## config.mk

```make
export PLATFORM = sky130hd
export DESIGN_NAME = tpnvm_top
export DESIGN_NICKNAME = d
export VERILOG_FILES = /design/src/hw/tpnvm_pkg.sv /design/src/hw/tpnvm_ptr_if.sv /design/src/hw/tpnvm_ptr_unit.sv /design/src/hw/tpnvm_top.sv
export SDC_FILE = /design/constraint.sdc
export NUM_CORES = 1
export LEC_CHECK = 0
export BUFFER_PORTS_ARGS = -buffer_cell sky130_fd_sc_hd__buf_2
export CORE_ASPECT_RATIO = 1.1
export CORE_MARGIN = 8
export CORE_UTILIZATION = 49
export DETAILED_ROUTE_END_ITERATION = 8
export GPL_ROUTABILITY_DRIVEN = 0
export PLACE_DENSITY = 0.68
export SYNTH_ARGS = -nofsm -noshare
export SYNTH_HDL_FRONTEND = slang
export SYNTH_SLANG_ARGS = --single-unit
```

## constraint.sdc

```tcl
create_clock -name clk -period 5.85 [get_ports clk]
set_input_delay 0.2925 -clock clk [delete_from_list [all_inputs] [get_ports clk]]
set_output_delay 0.2925 -clock clk [all_outputs]
set_load 0.02 [all_outputs]
```

## src/hw/tpnvm_pkg.sv

```systemverilog
package tpnvm_pkg;
   localparam int PTR_W      = 22;
   localparam int PTR_LO_W   = 21;
   localparam int WR_BLK_LSB = 3;
   localparam int ER_BLK_LSB = 6;

   // special function register selects
   localparam logic [2:0] SFR_PTR_LOW   = 3'h0;
   localparam logic [2:0] SFR_PTR_HIGH  = 3'h1;
   localparam logic [2:0] SFR_PTR_UPPER = 3'h2;
   localparam logic [2:0] SFR_LATCH     = 3'h3;
   localparam logic [2:0] SFR_CTL       = 3'h4;

   // nvm_control bit positions
   localparam int CTL_RD     = 0;
   localparam int CTL_WR     = 1;
   localparam int CTL_UNLOCK = 2;
   localparam int CTL_ERR    = 3;
   localparam int CTL_FREE   = 4;
   localparam int CTL_CFG    = 6;
   localparam int CTL_PGD    = 7;

   localparam logic [7:0] CTL_RESET     = 8'h00;
   localparam logic [7:0] PTR_RESET     = 8'h00;
   localparam logic [7:0] LATCH_RESET   = 8'h00;
   localparam logic [7:0] UPPER_RD_MASK = 8'h3F;

   typedef enum logic [1:0] {
      TM_KEEP    = 2'h0,
      TM_POSTINC = 2'h1,
      TM_POSTDEC = 2'h2,
      TM_PREINC  = 2'h3
   } tpnvm_tmode_type;

   typedef enum logic [1:0] {
      SPACE_EE    = 2'h0,
      SPACE_FLASH = 2'h1,
      SPACE_CFG   = 2'h2
   } tpnvm_space_type;

   typedef enum logic [1:0] {
      ST_IDLE  = 2'b00,
      ST_RDREQ = 2'b01,
      ST_RDCAP = 2'b11,
      ST_PROG  = 2'b10
   } tpnvm_state_type;
endpackage

```

## src/hw/tpnvm_ptr_if.sv

```systemverilog
`timescale 1ns/1ps
`default_nettype none
interface tpnvm_ptr_if;
   import tpnvm_pkg::*;
   logic [PTR_W-1:0] ptr;
   tpnvm_tmode_type  mode;
   logic [PTR_W-1:0] access_addr;
   logic [PTR_W-1:0] next_ptr;
   modport calc (input ptr, input mode, output access_addr, output next_ptr);
   modport user (output ptr, output mode, input access_addr, input next_ptr);
endinterface
`default_nettype wire

```

## src/hw/tpnvm_ptr_unit.sv

```systemverilog
`timescale 1ns/1ps
`default_nettype none
module tpnvm_ptr_unit (
   tpnvm_ptr_if.calc p
);
   import tpnvm_pkg::*;

   function automatic logic [PTR_LO_W-1:0] step(input logic [PTR_LO_W-1:0] v,
                                                input logic             up);
      step = up ? PTR_LO_W'(v + 1'b1) : PTR_LO_W'(v - 1'b1);
   endfunction

   logic [PTR_W-1:0] incd;
   logic [PTR_W-1:0] decd;

   // top bit never carries or borrows
   assign incd = {p.ptr[PTR_W-1], step(p.ptr[PTR_LO_W-1:0], 1'b1)};
   assign decd = {p.ptr[PTR_W-1], step(p.ptr[PTR_LO_W-1:0], 1'b0)};

   always_comb begin
      p.access_addr = (p.mode == TM_PREINC) ? incd : p.ptr;
      case (p.mode)
         TM_KEEP:    p.next_ptr = p.ptr;
         TM_POSTINC: p.next_ptr = incd;
         TM_POSTDEC: p.next_ptr = decd;
         TM_PREINC:  p.next_ptr = incd;
         default:    p.next_ptr = p.ptr;
      endcase
   end
endmodule
`default_nettype wire

```

## src/hw/tpnvm_top.sv

```systemverilog
`timescale 1ns/1ps
`default_nettype none
module tpnvm_top (
   input  wire logic                       clk,
   input  wire logic                       reset_n,
   input  wire logic                       ce,
   input  wire logic                       warm_reset,
   input  wire logic [2:0]                 sfr_sel,
   input  wire logic                       sfr_we,
   input  wire logic [7:0]                 sfr_wdata,
   output logic      [7:0]                 sfr_rdata,
   input  wire logic                       tbl_req,
   input  wire logic                       tbl_write,
   input  wire tpnvm_pkg::tpnvm_tmode_type tbl_mode,
   output logic                            tbl_done,
   output logic                            prog_rd_en,
   output logic      [tpnvm_pkg::PTR_W-1:0] prog_addr,
   input  wire logic [7:0]                 prog_rdata,
   output logic                            hold_we,
   output logic      [tpnvm_pkg::PTR_W-1:0] hold_addr,
   output logic      [7:0]                 hold_data,
   output logic                            mem_start,
   output logic                            mem_erase,
   output tpnvm_pkg::tpnvm_space_type      mem_space,
   output logic      [tpnvm_pkg::PTR_W-1:0] mem_addr,
   output logic                            mem_abort,
   input  wire logic                       mem_done,
   output logic                            ee_rd_strobe,
   output logic                            nvm_busy
);
   import tpnvm_pkg::*;

   typedef struct packed {
      tpnvm_state_type  st;
      logic [PTR_W-1:0] ptr;
      logic [7:0]       latch;
      logic [7:0]       ctl;
      logic [7:0]       rdata;
      logic             tbl_done;
      logic             prog_rd_en;
      logic [PTR_W-1:0] prog_addr;
      logic             hold_we;
      logic [PTR_W-1:0] hold_addr;
      logic [7:0]       hold_data;
      logic             mem_start;
      logic             mem_erase;
      tpnvm_space_type  mem_space;
      logic [PTR_W-1:0] mem_addr;
      logic             mem_abort;
      logic             ee_rd;
      logic             busy;
   } tpnvm_regs_type;

   tpnvm_regs_type r_reg;
   tpnvm_regs_type r_next;

   tpnvm_ptr_if pu ();

   tpnvm_ptr_unit u_ptr (
      .p (pu.calc)
   );

   assign pu.ptr  = r_reg.ptr;
   assign pu.mode = tbl_mode;

   function automatic tpnvm_space_type space_of(input logic [7:0] c);
      if (c[CTL_CFG]) begin
         space_of = SPACE_CFG;
      end else if (c[CTL_PGD]) begin
         space_of = SPACE_FLASH;
      end else begin
         space_of = SPACE_EE;
      end
   endfunction

   ////////////////////////////////////////////////////////////////////////////////
   // next state

   always_comb begin
      logic [7:0] w;
      w = sfr_wdata;
      r_next = r_reg;
      r_next.tbl_done   = 1'b0;
      r_next.prog_rd_en = 1'b0;
      r_next.hold_we    = 1'b0;
      r_next.mem_start  = 1'b0;
      r_next.mem_abort  = 1'b0;
      r_next.ee_rd      = 1'b0;
      r_next.ctl[CTL_RD] = 1'b0;
      case (r_sel_fix(sfr_sel))
         SFR_PTR_LOW:   r_next.rdata = r_reg.ptr[7:0];
         SFR_PTR_HIGH:  r_next.rdata = r_reg.ptr[15:8];
         SFR_PTR_UPPER: r_next.rdata = 8'(r_reg.ptr[PTR_W-1:16]) & UPPER_RD_MASK;
         SFR_LATCH:     r_next.rdata = r_reg.latch;
         SFR_CTL:       r_next.rdata = r_reg.ctl;
         default:       r_next.rdata = 8'h00;
      endcase

      if (sfr_we) begin
         case (sfr_sel)
            SFR_PTR_LOW:   r_next.ptr[7:0]        = w;
            SFR_PTR_HIGH:  r_next.ptr[15:8]       = w;
            SFR_PTR_UPPER: r_next.ptr[PTR_W-1:16] = w[PTR_W-17:0];
            SFR_LATCH:     r_next.latch           = w;
            SFR_CTL: begin
               r_next.ctl[CTL_PGD]  = w[CTL_PGD];
               r_next.ctl[CTL_CFG]  = w[CTL_CFG];
               r_next.ctl[CTL_FREE] = w[CTL_FREE];
               r_next.ctl[CTL_UNLOCK] = w[CTL_UNLOCK];
               r_next.ctl[CTL_ERR]  = w[CTL_ERR];
               if (w[CTL_RD] && !w[CTL_PGD] && !w[CTL_CFG] && r_reg.st == ST_IDLE) begin
                  r_next.ctl[CTL_RD] = 1'b1;
                  r_next.ee_rd       = 1'b1;
               end
               if (w[CTL_WR] && !r_reg.ctl[CTL_WR] && r_reg.st == ST_IDLE) begin
                  if (r_reg.ctl[CTL_UNLOCK]) begin
                     r_next.ctl[CTL_WR] = 1'b1;
                     r_next.st          = ST_PROG;
                     r_next.mem_start   = 1'b1;
                     r_next.mem_erase   = w[CTL_FREE];
                     r_next.mem_space   = space_of(w);
                     if (w[CTL_FREE]) begin
                        r_next.mem_addr = {r_reg.ptr[PTR_W-1:ER_BLK_LSB],
                                           ER_BLK_LSB'(0)};
                     end else begin
                        r_next.mem_addr = {r_reg.ptr[PTR_W-1:WR_BLK_LSB],
                                           WR_BLK_LSB'(0)};
                     end
                  end else begin
                     r_next.ctl[CTL_ERR] = 1'b1;
                  end
               end
            end
            default: begin
            end
         endcase
      end

      case (r_reg.st)
         ST_IDLE: begin
            if (tbl_req) begin
               r_next.ptr = pu.next_ptr;
               if (tbl_write) begin
                  r_next.hold_we   = 1'b1;
                  r_next.hold_addr = pu.access_addr;
                  r_next.hold_data = r_reg.latch;
                  r_next.tbl_done  = 1'b1;
               end else begin
                  r_next.prog_rd_en = 1'b1;
                  r_next.prog_addr  = pu.access_addr;
                  r_next.st         = ST_RDREQ;
               end
            end
         end
         ST_RDREQ: r_next.st = ST_RDCAP;
         ST_RDCAP: begin
            r_next.latch    = prog_rdata;
            r_next.tbl_done = 1'b1;
            r_next.st       = ST_IDLE;
         end
         ST_PROG: begin
            if (mem_done) begin
               r_next.ctl[CTL_WR] = 1'b0;
               if (r_reg.mem_erase) begin
                  r_next.ctl[CTL_FREE] = 1'b0;
               end
               r_next.st = ST_IDLE;
            end
         end
         default: r_next.st = ST_IDLE;
      endcase

      // warm reset clears pointer/latch, keeps space selects for tracing
      if (warm_reset) begin
         r_next.ptr        = {PTR_W{1'b0}};
         r_next.latch      = LATCH_RESET;
         r_next.ctl[CTL_FREE] = 1'b0;
         r_next.ctl[CTL_UNLOCK] = 1'b0;
         r_next.ctl[CTL_WR]   = 1'b0;
         r_next.ctl[CTL_RD]   = 1'b0;
         r_next.st         = ST_IDLE;
         r_next.tbl_done   = 1'b0;
         r_next.prog_rd_en = 1'b0;
         r_next.hold_we    = 1'b0;
         r_next.mem_start  = 1'b0;
         r_next.ee_rd      = 1'b0;
         // selects and error flag survive a same-cycle control write
         r_next.ctl[CTL_PGD] = r_reg.ctl[CTL_PGD];
         r_next.ctl[CTL_CFG] = r_reg.ctl[CTL_CFG];
         r_next.ctl[CTL_ERR] = r_reg.ctl[CTL_ERR];
         if (r_reg.st == ST_PROG) begin
            r_next.mem_abort    = 1'b1;
            r_next.ctl[CTL_ERR] = 1'b1;
         end
      end
      r_next.ctl[5] = 1'b0;
      r_next.busy   = (r_next.st != ST_IDLE);
   end

   function automatic logic [2:0] r_sel_fix(input logic [2:0] s);
      r_sel_fix = s;
   endfunction

   ////////////////////////////////////////////////////////////////////////////////
   // state register

   always_ff @(posedge clk or negedge reset_n) begin
      if (!reset_n) begin
         r_reg <= '{st: ST_IDLE, ctl: CTL_RESET, latch: LATCH_RESET,
                    mem_space: SPACE_EE, default: '0};
      end else if (ce) begin
         r_reg <= r_next;
      end
   end

   assign sfr_rdata    = r_reg.rdata;
   assign tbl_done     = r_reg.tbl_done;
   assign prog_rd_en   = r_reg.prog_rd_en;
   assign prog_addr    = r_reg.prog_addr;
   assign hold_we      = r_reg.hold_we;
   assign hold_addr    = r_reg.hold_addr;
   assign hold_data    = r_reg.hold_data;
   assign mem_start    = r_reg.mem_start;
   assign mem_erase    = r_reg.mem_erase;
   assign mem_space    = r_reg.mem_space;
   assign mem_addr     = r_reg.mem_addr;
   assign mem_abort    = r_reg.mem_abort;
   assign ee_rd_strobe = r_reg.ee_rd;
   assign nvm_busy     = r_reg.busy;

   logic idle_tbl;
   assign idle_tbl = tbl_req && r_reg.st == ST_IDLE && !warm_reset;
endmodule
`default_nettype wire

```

# ---- Word-level counts from Yosys, hierarchy flattened
# Index checks and enable logic that the tools add are counted.
dict set report classes {
  addsub 2
  mul 0
  n_div 0
  n_lt_le_gt_ge 0
  n_eq_ne 14
  n_shift 0
  n_mux 53
  bitwise_logic 2
  reduce_logical 26
}
# operator n
set ops {}
lappend ops {{2-to-1 mux 26 bit} 4}
lappend ops {{2-to-1 mux 34 bit} 2}
lappend ops {{2-to-1 mux 55 bit} 1}
lappend ops {{2-to-1 mux 54 bit} 1}
lappend ops {{one-hot mux 21 bit (2 select lines)} 1}
lappend ops {{one-hot mux 8 bit (5 select lines)} 1}
lappend ops {{2-to-1 mux 8 bit} 4}
lappend ops {{2-to-1 mux 31 bit} 1}
lappend ops {{2-to-1 mux 24 bit} 1}
lappend ops {{2-to-1 mux 23 bit} 1}
lappend ops {{2-to-1 mux 22 bit} 1}
lappend ops {{adder 21 x 1 -> 21 bit, second input constant} 1}
lappend ops {{2-to-1 mux 21 bit} 1}
lappend ops {{subtractor 21 x 1 -> 21 bit, second input constant} 1}
lappend ops {{AND reduction 4 bit} 5}
lappend ops {{2-to-1 mux 1 bit} 18}
lappend ops {{2-to-1 mux 2 bit} 9}
lappend ops {{2-to-1 mux 5 bit} 3}
lappend ops {{2-to-1 mux 6 bit} 2}
lappend ops {{inequality test 4 bit, second input constant} 3}
lappend ops {{== test 2 bit, second input constant} 4}
lappend ops {{one-hot mux 2 bit (4 select lines)} 1}
lappend ops {{== test 3 x 2 -> 1 bit, second input constant} 2}
lappend ops {{AND reduction 3 bit} 2}
lappend ops {{other kinds (15)} 27}
dict set report word_totals {
  reg_bits 131
  latch_bits 0
  ram_bits 0
  rom_bits 0
  input_bits 29
  output_inout_bits 92
  wordCells 119
  memories 0
}

# ---- Logic depth before layout (Yosys ltp)
# Gate-level depths: netlist (run 1).
dict set report logic_depth {
  ltp_word 11
  mapped_depth 8
  ltp_nobuf 7
}

# ---- Hierarchy
# From an unflattened synthesis (run 1), not the netlist that was laid out.
dict set report hier_totals {
  cells_unflattened 746
  hier_area_um2 7762.4
}
# mod n_inst cells_each area_each_um2 seq_area_each_um2
set modules_own_cells {}
lappend modules_own_cells {tpnvm_top 1 584 6630.1 3178.0}
lappend modules_own_cells {tpnvm_ptr_unit 1 162 1132.3 0.0}

# ---- Worst setup path after synthesis (run 1)
# No wires, ideal clock.
dict set report synth_path {
  path_type {reg-to-reg}
  start {reg r_reg, in the netlist pu.ptr[0]}
  end {reg r_reg, in the netlist pu.ptr[8]}
  setup_ps 132
  arrival_ps 1977
  required_time_ps 5718
  path_slack_ps 3741
  stages_incl_launch_ff 8
  n_path_buf 0
  period_less_slack_ps 2109
  path_cell_list {dfrtp_1 > inv_1 > ha_1 > or3b_2 > or4_1 > o22ai_1 > o21ai_0 > o2bb2ai_1}
}
dict set report synth_via {
  elab_chain_len 5
  word_cells_on_any_way 6
  cone_classes {add/sub (2); mux (4)}
}
# item line
set synth_rtl {}
lappend synth_rtl {{start, declared} tpnvm_top.sv:54} ;# tpnvm_regs_type r_reg;
lappend synth_rtl {{start signal, assigned} tpnvm_top.sv:209} ;# r_reg <= '{st: ST_IDLE, ctl: CTL_RESET, latch: LATCH_RESET,
lappend synth_rtl {{start signal, assigned} tpnvm_top.sv:212} ;# r_reg <= r_next;
lappend synth_rtl {{adder 21 x 1 -> 21 bit or subtractor 21 x 1 -> 21 bit (tied branches)} n/a}
lappend synth_rtl {{one-hot mux 21 bit (2 select lines) *} tpnvm_ptr_unit.sv:22} ;# case (p.mode)
lappend synth_rtl {{2-to-1 mux 24 bit *} tpnvm_top.sv:141} ;# if (tbl_req) begin
lappend synth_rtl {{2-to-1 mux 22 bit *} tpnvm_top.sv:139} ;# case (r_reg.st)
lappend synth_rtl {{2-to-1 mux 34 bit *} tpnvm_top.sv:174} ;# if (warm_reset) begin
# Mark *: on every way between the ends. The rest lies on a longest branch, timed or not. The select of a mux whose other input is x is not followed.
# A chain may end at the register's enable or synchronous reset.

# ---- Worst setup path after layout (run 1)
dict set report layout_path {
  start {reg r_reg[130] (netlist bit)}
  end {reg r_reg, in the netlist hold_addr[21]}
}
dict set report layout_via {
  elab_chain_len 2
}
# item line
set layout_rtl {}
lappend layout_rtl {{logical NOT 2 bit} tpnvm_top.sv:139}
lappend layout_rtl {{AND reduction 4 bit (no source line)} n/a}
# No other way between the ends.

==> flow_summary_export.csv, run 1 <==
group,metric,value,unit
outcome,status,"finished clean",
floorplan,dieArea,19300,um2
logic_synthesis,synth_edf_count,0,
final_layout,design.final.nets,843,
sta,grt_setup_unrepaired,"false",
clock_network,clk_pin_slew,60,ps
sta,timing.hold.ws,180,ps
clock_network,cts.path.max_buffers,2,
final_layout,syn_to_final_growth,9.28,%
logic_synthesis,synthArstFlopShare,100,%
clock_network,cts_resized,0,
logic_synthesis,synthFlopType,"dfrtp_1",
final_layout,layout-drive-gt1-share,24.1,%
sta,setup_tns,0,ps
setup_path,crit_arrival,3340,ps
grt,grt_pass1_wl,33.1,mm
floorplan,start_util,49.7,%
setup_path,critPathKind,"flip-flop to flip-flop",
clock_network,clock-root-buffer,"clkbuf_16",
detailed_routing,drt-initial-drc-count,800,
detailed_routing,vias,6172,
grt,grt_pass1_vias,6123,
clock_network,clkLatencyLatePin,420,ps
setup_path,regToRegSetupSlack,2800,ps
flow_run,cap_violations,0,
sta,period_needed,3050,ps
power_and_ir_drop,power_density,388,nW/um2
power_and_ir_drop,finalPower,3.13,mW
logic_synthesis,synth_seq_cells,127,
logic_synthesis,synth_area,7390,um2
logic_synthesis,yosys_warnings,0,
clock_network,post_cts_buffers,0,
detailed_routing,drcViolationCount,0,
floorplan,ios,121,
logic_synthesis,ys_top_cells_by_count,"dfrtp_1 (127), nand2_1 (94), o21ai_0 (93)",
logic_synthesis,netlist_instances,804,
grt,grt_use_total,21.9,%
floorplan,fp-row-count,47,
hold_path,hold_path_class,"input pin to flip-flop",
clock_network,h-tree-depth,4,
grt,grt_max_degree,70,
detailed_routing,drt_first_pass_iters,8,
setup_path,cp-start-kind,"flip-flop",
grt,antenna_found_initial,0,
logic_synthesis,synth_top_cell_by_area,"dfrtp_1",
detailed_routing,wirelength,20.8,mm
sta,setup_viol,0,
setup_path,critPathMaxFanout,51,
sta,worstMarginPinSlew,1280,ps
setup_path,r2r-start,"r_reg[130]",
setup_path,cp-end-kind,"flip-flop",
hold_path,holdPathStages,3,
sta,clock_skew,9.99,ps
sta,slew_violations,0,
sta,final-hold-violation-count,0,
clock_network,cts_tree,"built",
setup_path,r2r-end,"hold_addr[21]",
power_and_ir_drop,ir_drop,0.000178,V
placement,port_buffers,117,
logic_synthesis,synth_cell_type_count,65,
sta,finalCritPeriodShare,52.1,%
setup_path,critPathRequiredTime,6140,ps
setup_path,r2r_cells,5,
floorplan,dieHeight,145,um
logic_synthesis,synth_top_area_share,43.0,%
grt,grt_overflow_total,0,
detailed_routing,antenna_left,0,
sta,max_freq,328,MHz
sta,slew_headroom,14.3,%
logic_synthesis,synthTopCellsByArea,"dfrtp_1 (43%), buf_4 (8.5%), o21ai_0 (6.3%), nand2_1 (4.8%), mux2_2 (4.4%)",
hold_path,hold_path_end,"r_reg[107]",
logic_synthesis,syn_area_per_cell,9.19,um2
final_layout,diodes,0,
logic_synthesis,synth.most_common_cell,"dfrtp_1",
clock_network,cts_sinks,127,
logic_synthesis,yosysSeqAreaShare,43.0,%
floorplan,core,14900,um2
detailed_routing,viasPerCell,6.07,
power_and_ir_drop,p_leak,3.72,nW
clock_network,cts_buffers,17,
hold_path,hold_start,"prog_rdata[7]",
floorplan,die_x,133,um
detailed_routing,wl_per_cell,20.5,um
placement,hpwlAfterDp,14.7,mm
cell type report:
| class | instances | area (um2) |
|---|---|---|
| fillers | 1343 | 6800 |
| multi-input cells | 515 | 3270 |
| flip-flops and latches | 127 | 3180 |
| repair buffers | 125 | 651 |
| clock buffers | 23 | 498 |
| well taps | 196 | 245 |
| clock inverters | 9 | 154 |
| inverters | 21 | 78.8 |
through the flow:
stage	cells	setup slack [ps]	utilization (%)	cell area [um2]
after floorplan	806	3740	-	7400
after global placement	983	3040	49.8	7410
after detailed placement	983	2880	49.8	7410
after CTS	1016	2880	54.3	8070
after global routing	1016	2620	54.3	8070
final	1016	2800	54.3	8070
metal layers:
layer	up-vias	wire (um)	track usage (%)
met5	-	0	0
met4	0	789	11.5
met3	73	2110	6.63
met2	396	9660	34.5
met1	2925	8240	26.6
li1	2778	-	-
critical path, cell delays in order, from the launching register on:
cell	delay, ps
dfrtp_1	410
inv_1	160
ha_1	260
and2_1	600
nand3_2	880
mux2_2	590
how the worst max path moves through the flow:
stage,startpoint,end,depth (start not counted),slack (ps)
global placement,r_reg[130],hold_data[0],5,3040
floorplan,pu.ptr[0],pu.ptr[8],7,3740
finish,r_reg[130],hold_addr[21],5,2800
detailed placement,r_reg[131],hold_addr[21],5,2880
global route,r_reg[130],hold_data[1],5,2620
CTS,r_reg[131],hold_data[1],5,2880
cell families after synthesis:
group | count (synthesis) | share of synthesized area [%]
multiplexers | 44 | 6.62
flip-flops | 127 | 43.0
adder cells (fa/ha/maj) | 7 | 1.19
other | 1 | 0.0508
AO/OA/AOI/OAI | 208 | 17.7
XOR/XNOR | 26 | 3.08
buffers and inverters | 164 | 12.9
AND/OR/NAND/NOR | 227 | 15.5
layout by cell type, fill, tap and decap left out, types with 13 or more instances in the layout:
cell type  Yosys  layout
xor2_1        15      15
nand3_1       23      22
nor3_1        13      13
a22oi_1       18      18
nor2_1        34      34
nand2_1       94      94
mux2_2        29      29
inv_1         21      21
a21oi_1       24      24
o21ai_0       93      93
buf_2         11     116
dfrtp_1      127     127
clkbuf_16      0      17
mux2i_1       14      14
what timing repair did:
action | 4_1_cts | 5_1_grt
setup endpoints to repair | 0 | 0
hold buffers | 1 | 0
endpoints found under the hold margin | 58 | 0
where the power goes:
| part | internal, mW | switching, mW |
|---|---|---|
| logic | 0.290 | 0.523 |
| registers | 1.01 | 0.157 |
| clock network | 0.769 | 0.379 |
(Power assumes the default switching activity.)
==> inputs of run 2 (changes only) <==
--- a/config.mk
+++ b/config.mk
@@ -5,13 +5,14 @@
 export SDC_FILE = /design/constraint.sdc
 export NUM_CORES = 1
 export LEC_CHECK = 0
+export ABC_AREA = 1
 export BUFFER_PORTS_ARGS = -buffer_cell sky130_fd_sc_hd__buf_2
 export CORE_ASPECT_RATIO = 1.1
 export CORE_MARGIN = 8
 export CORE_UTILIZATION = 49
 export DETAILED_ROUTE_END_ITERATION = 8
 export GPL_ROUTABILITY_DRIVEN = 0
-export PLACE_DENSITY = 0.68
+export PLACE_DENSITY = 0.7
 export SYNTH_ARGS = -nofsm -noshare
 export SYNTH_HDL_FRONTEND = slang
 export SYNTH_SLANG_ARGS = --single-unit
==> constraint.sdc (replaced) <==
create_clock -name clk -period 2.7 [get_ports clk]
set_input_delay 0.135 -clock clk [delete_from_list [all_inputs] [get_ports clk]]
set_output_delay 0.135 -clock clk [all_outputs]
set_load 0.02 [all_outputs]
==> run 2 against run 1 <==
Effect of this change: setup slack worse by 2300 ps; final area rose by 6.8%; cell count is 31% higher; clock skew increased by 1.0 ps; global-route usage up 1.5 points; core utilization shrank 0.99 points; first-iteration DRC count is 16% higher; routed wire length grew 14%; fmax increased by 36%; register-to-register slack got worse by 2300 ps; synthesized area is 8.8% higher.
==> flow_summary_export.csv, run 2 <==
group,metric,value,unit
outcome,status,"finished clean",
power_and_ir_drop,power_density,987,nW/um2
detailed_routing,wl_per_cell,17.8,um
grt,grt_busiest_layer,"met2",
clock_network,cts_resized,0,
flow_run,cap_violations,0,
floorplan,fp-row-count,49,
sta,worstMarginPinSlew,659,ps
detailed_routing,antenna_left,0,
setup_path,cp-start-kind,"flip-flop",
logic_synthesis,synthTopCellsByArea,"dfrtp_1 (40%), nand2_1 (16%), buf_4 (8.9%), o21ai_0 (6.0%), nand3_1 (4.7%)",
detailed_routing,drt_first_pass_iters,5,
clock_network,cts_tree,"built",
final_layout,layout_commonest_cell,"nand2_1",
grt,grt_overflow_total,0,
setup_path,regToRegSetupSlack,460,ps
detailed_routing,drt-initial-drc-count,927,
sta,clock_skew,11.0,ps
sta,grt_setup_unrepaired,"false",
setup_path,r2r-end,"pu.ptr[8]",
sta,postLayoutSetupSlackWorst,463,ps
sta,slew_headroom,56.0,%
logic_synthesis,synthArstFlopShare,100,%
clock_network,cts_sinks,127,
floorplan,dieHeight,150,um
floorplan,start_util,49.7,%
sta,setup_tns,0,ps
hold_path,holdPathStages,3,
setup_path,critPathKind,"flip-flop to flip-flop",
clock_network,cts_buffers,17,
grt,grt_max_degree,53,
logic_synthesis,netlist_instances,1102,
clock_network,clk_pin_slew,60,ps
final_layout,final_area,8620,um2
placement,port_buffers,117,
logic_synthesis,ys_top_cells_by_count,"nand2_1 (353), dfrtp_1 (127), o21ai_0 (96)",
setup_path,crit_arrival,2550,ps
power_and_ir_drop,ir_drop,0.000556,V
sta,period_needed,2240,ps
setup_path,cp-endpoint,"pu.ptr[8]",
clock_network,h-tree-depth,4,
detailed_routing,viasPerCell,5.52,
setup_path,r2r-start,"r_reg[131]",
grt,grt_pass1_wl,38.7,mm
floorplan,die_x,138,um
logic_synthesis,synthFlopType,"dfrtp_1",
setup_path,critPathRequiredTime,3010,ps
sta,slew_violations,0,
sta,finalCritPeriodShare,82.9,%
grt,use_met1,30.4,%
setup_path,r2r_cells,11,
floorplan,core,16200,um2
final_layout,layout-drive-gt1-share,18.0,%
clock_network,post_cts_buffers,0,
sta,timing.hold.ws,30.9,ps
placement,postPlaceCellArea,8010,um2
clock_network,clock-root-buffer,"clkbuf_16",
final_layout,design.final.nets,1150,
logic_synthesis,synth_area,8040,um2
floorplan,ios,121,
placement,post-place-ws,543,ps
setup_path,cp-startpoint,"r_reg[131]",
floorplan,dieArea,20800,um2
power_and_ir_drop,p_leak,4.41,nW
clock_network,cts.path.max_buffers,2,
grt,grt_use_met2,35.1,%
logic_synthesis,synth_edf_count,0,
power_and_ir_drop,finalPower,8.51,mW
logic_synthesis,synth_seq_cells,127,
final_layout,final_cell_mix,"nand2_1 (353), dfrtp_1 (127), buf_2 (116)",
logic_synthesis,yosysSeqAreaShare,39.5,%
clock_network,ctsHoldBuffers,4,
setup_path,cp-end-kind,"flip-flop",
logic_synthesis,yosys_warnings,0,
grt,gr-usage-met3,6.12,%
clock_network,clkLatencyLatePin,420,ps
grt,grt_pass1_vias,7006,
setup_path,critPathMaxFanout,18,
detailed_routing,drcViolationCount,0,
logic_synthesis,synth_top_cell_by_area,"dfrtp_1",
sta,max_freq,447,MHz
hold_path,hold_path_class,"input pin to flip-flop",
logic_synthesis,syn_area_per_cell,7.29,um2
sta,setup_viol,0,
placement,hpwlAfterDp,17.5,mm
final_layout,diodes,0,
final_layout,syn_to_final_growth,7.29,%
logic_synthesis,synth_top_area_share,39.5,%
logic_synthesis,synth.most_common_cell,"nand2_1",
detailed_routing,wirelength,23.7,mm
detailed_routing,vias,7340,
grt,antenna_found_initial,0,
grt,grt_use_total,23.4,%
sta,final-hold-violation-count,0,
logic_synthesis,synth_cell_type_count,41,
[run 2: cell count changes in the layout (fill, tap and decap cells not counted), sizes merged, moves of 9 or more]
cell / before / now
a22oi: 18 / 0
a32oi: 9 / 0
inv: 21 / 87
mux2: 29 / 0
mux2i: 14 / 0
nand2: 94 / 362
nand3: 23 / 81
nor2: 34 / 84
nor3: 14 / 5
o211ai: 1 / 11
o21ai: 94 / 117
xnor2: 11 / 0
[run 2: area by class of cell]
class	count	area, um2
fill	1586	7560
clock inverter	11	115
clock buffer	20	457
multi-input combinational	753	3590
inverter	86	323
tap	204	255
timing repair buffer	129	701
sequential	127	3180
[run 2: metal layers]
metal	vias to the layer above	part of all wire [%]
li1	3506	-
met1	3322	42
met2	433	43
met3	79	10
met4	0	4.4
met5	-	0
[run 2: how the worst min path moves through the flow]
stage                       startpoint            to  slack, ps
after global placement         reset_n  sfr_rdata[7]        180
after CTS                   warm_reset     mem_abort         10
after detailed placement       reset_n  sfr_rdata[7]        180
after floorplan                reset_n  ee_rd_strobe       -160
after global routing      sfr_wdata[7]     r_reg[99]         20
final                       warm_reset     mem_abort         30
[run 2: cell families (layout without fill, tap and decap cells)]
kind of cell	Yosys count	after routing	synth area share [%]
AOI/OAI and AO/OA	189	189	13.3
buffers and inverters	224	246	15.8
other	1	3	0.0467
adders and majority gates	7	7	1.09
xor gates and xnor gates	12	12	1.31
and+or+nand+nor	542	542	28.8
DFF	127	127	39.5
[run 2: worst max-delay path, stage by stage (launching register included)]
cell and delay (ps):
dfrtp_1 400, inv_1 170, ha_1 230, nand2_2 250, nor3_1 210, nand2_1 90, nand2_1 300, inv_2 170
o21ai_0 110, inv_1 60, nand2_1 70, o21ai_2 50
[run 2: metrics by stage]
stage / cells / utilization, %
after detailed placement: 1295 / 49.5
after global routing: 1330 / 53.3
final: 1330 / 53.3
after CTS: 1330 / 53.3
after floorplan: 1104 / -
after global placement: 1295 / 49.5
[run 2: power by group]
part | switching, mW | internal, mW
Combinational | 2.24 | 1.01
Clock | 0.851 | 1.39
Sequential | 0.577 | 2.43
Total | 3.67 | 4.84
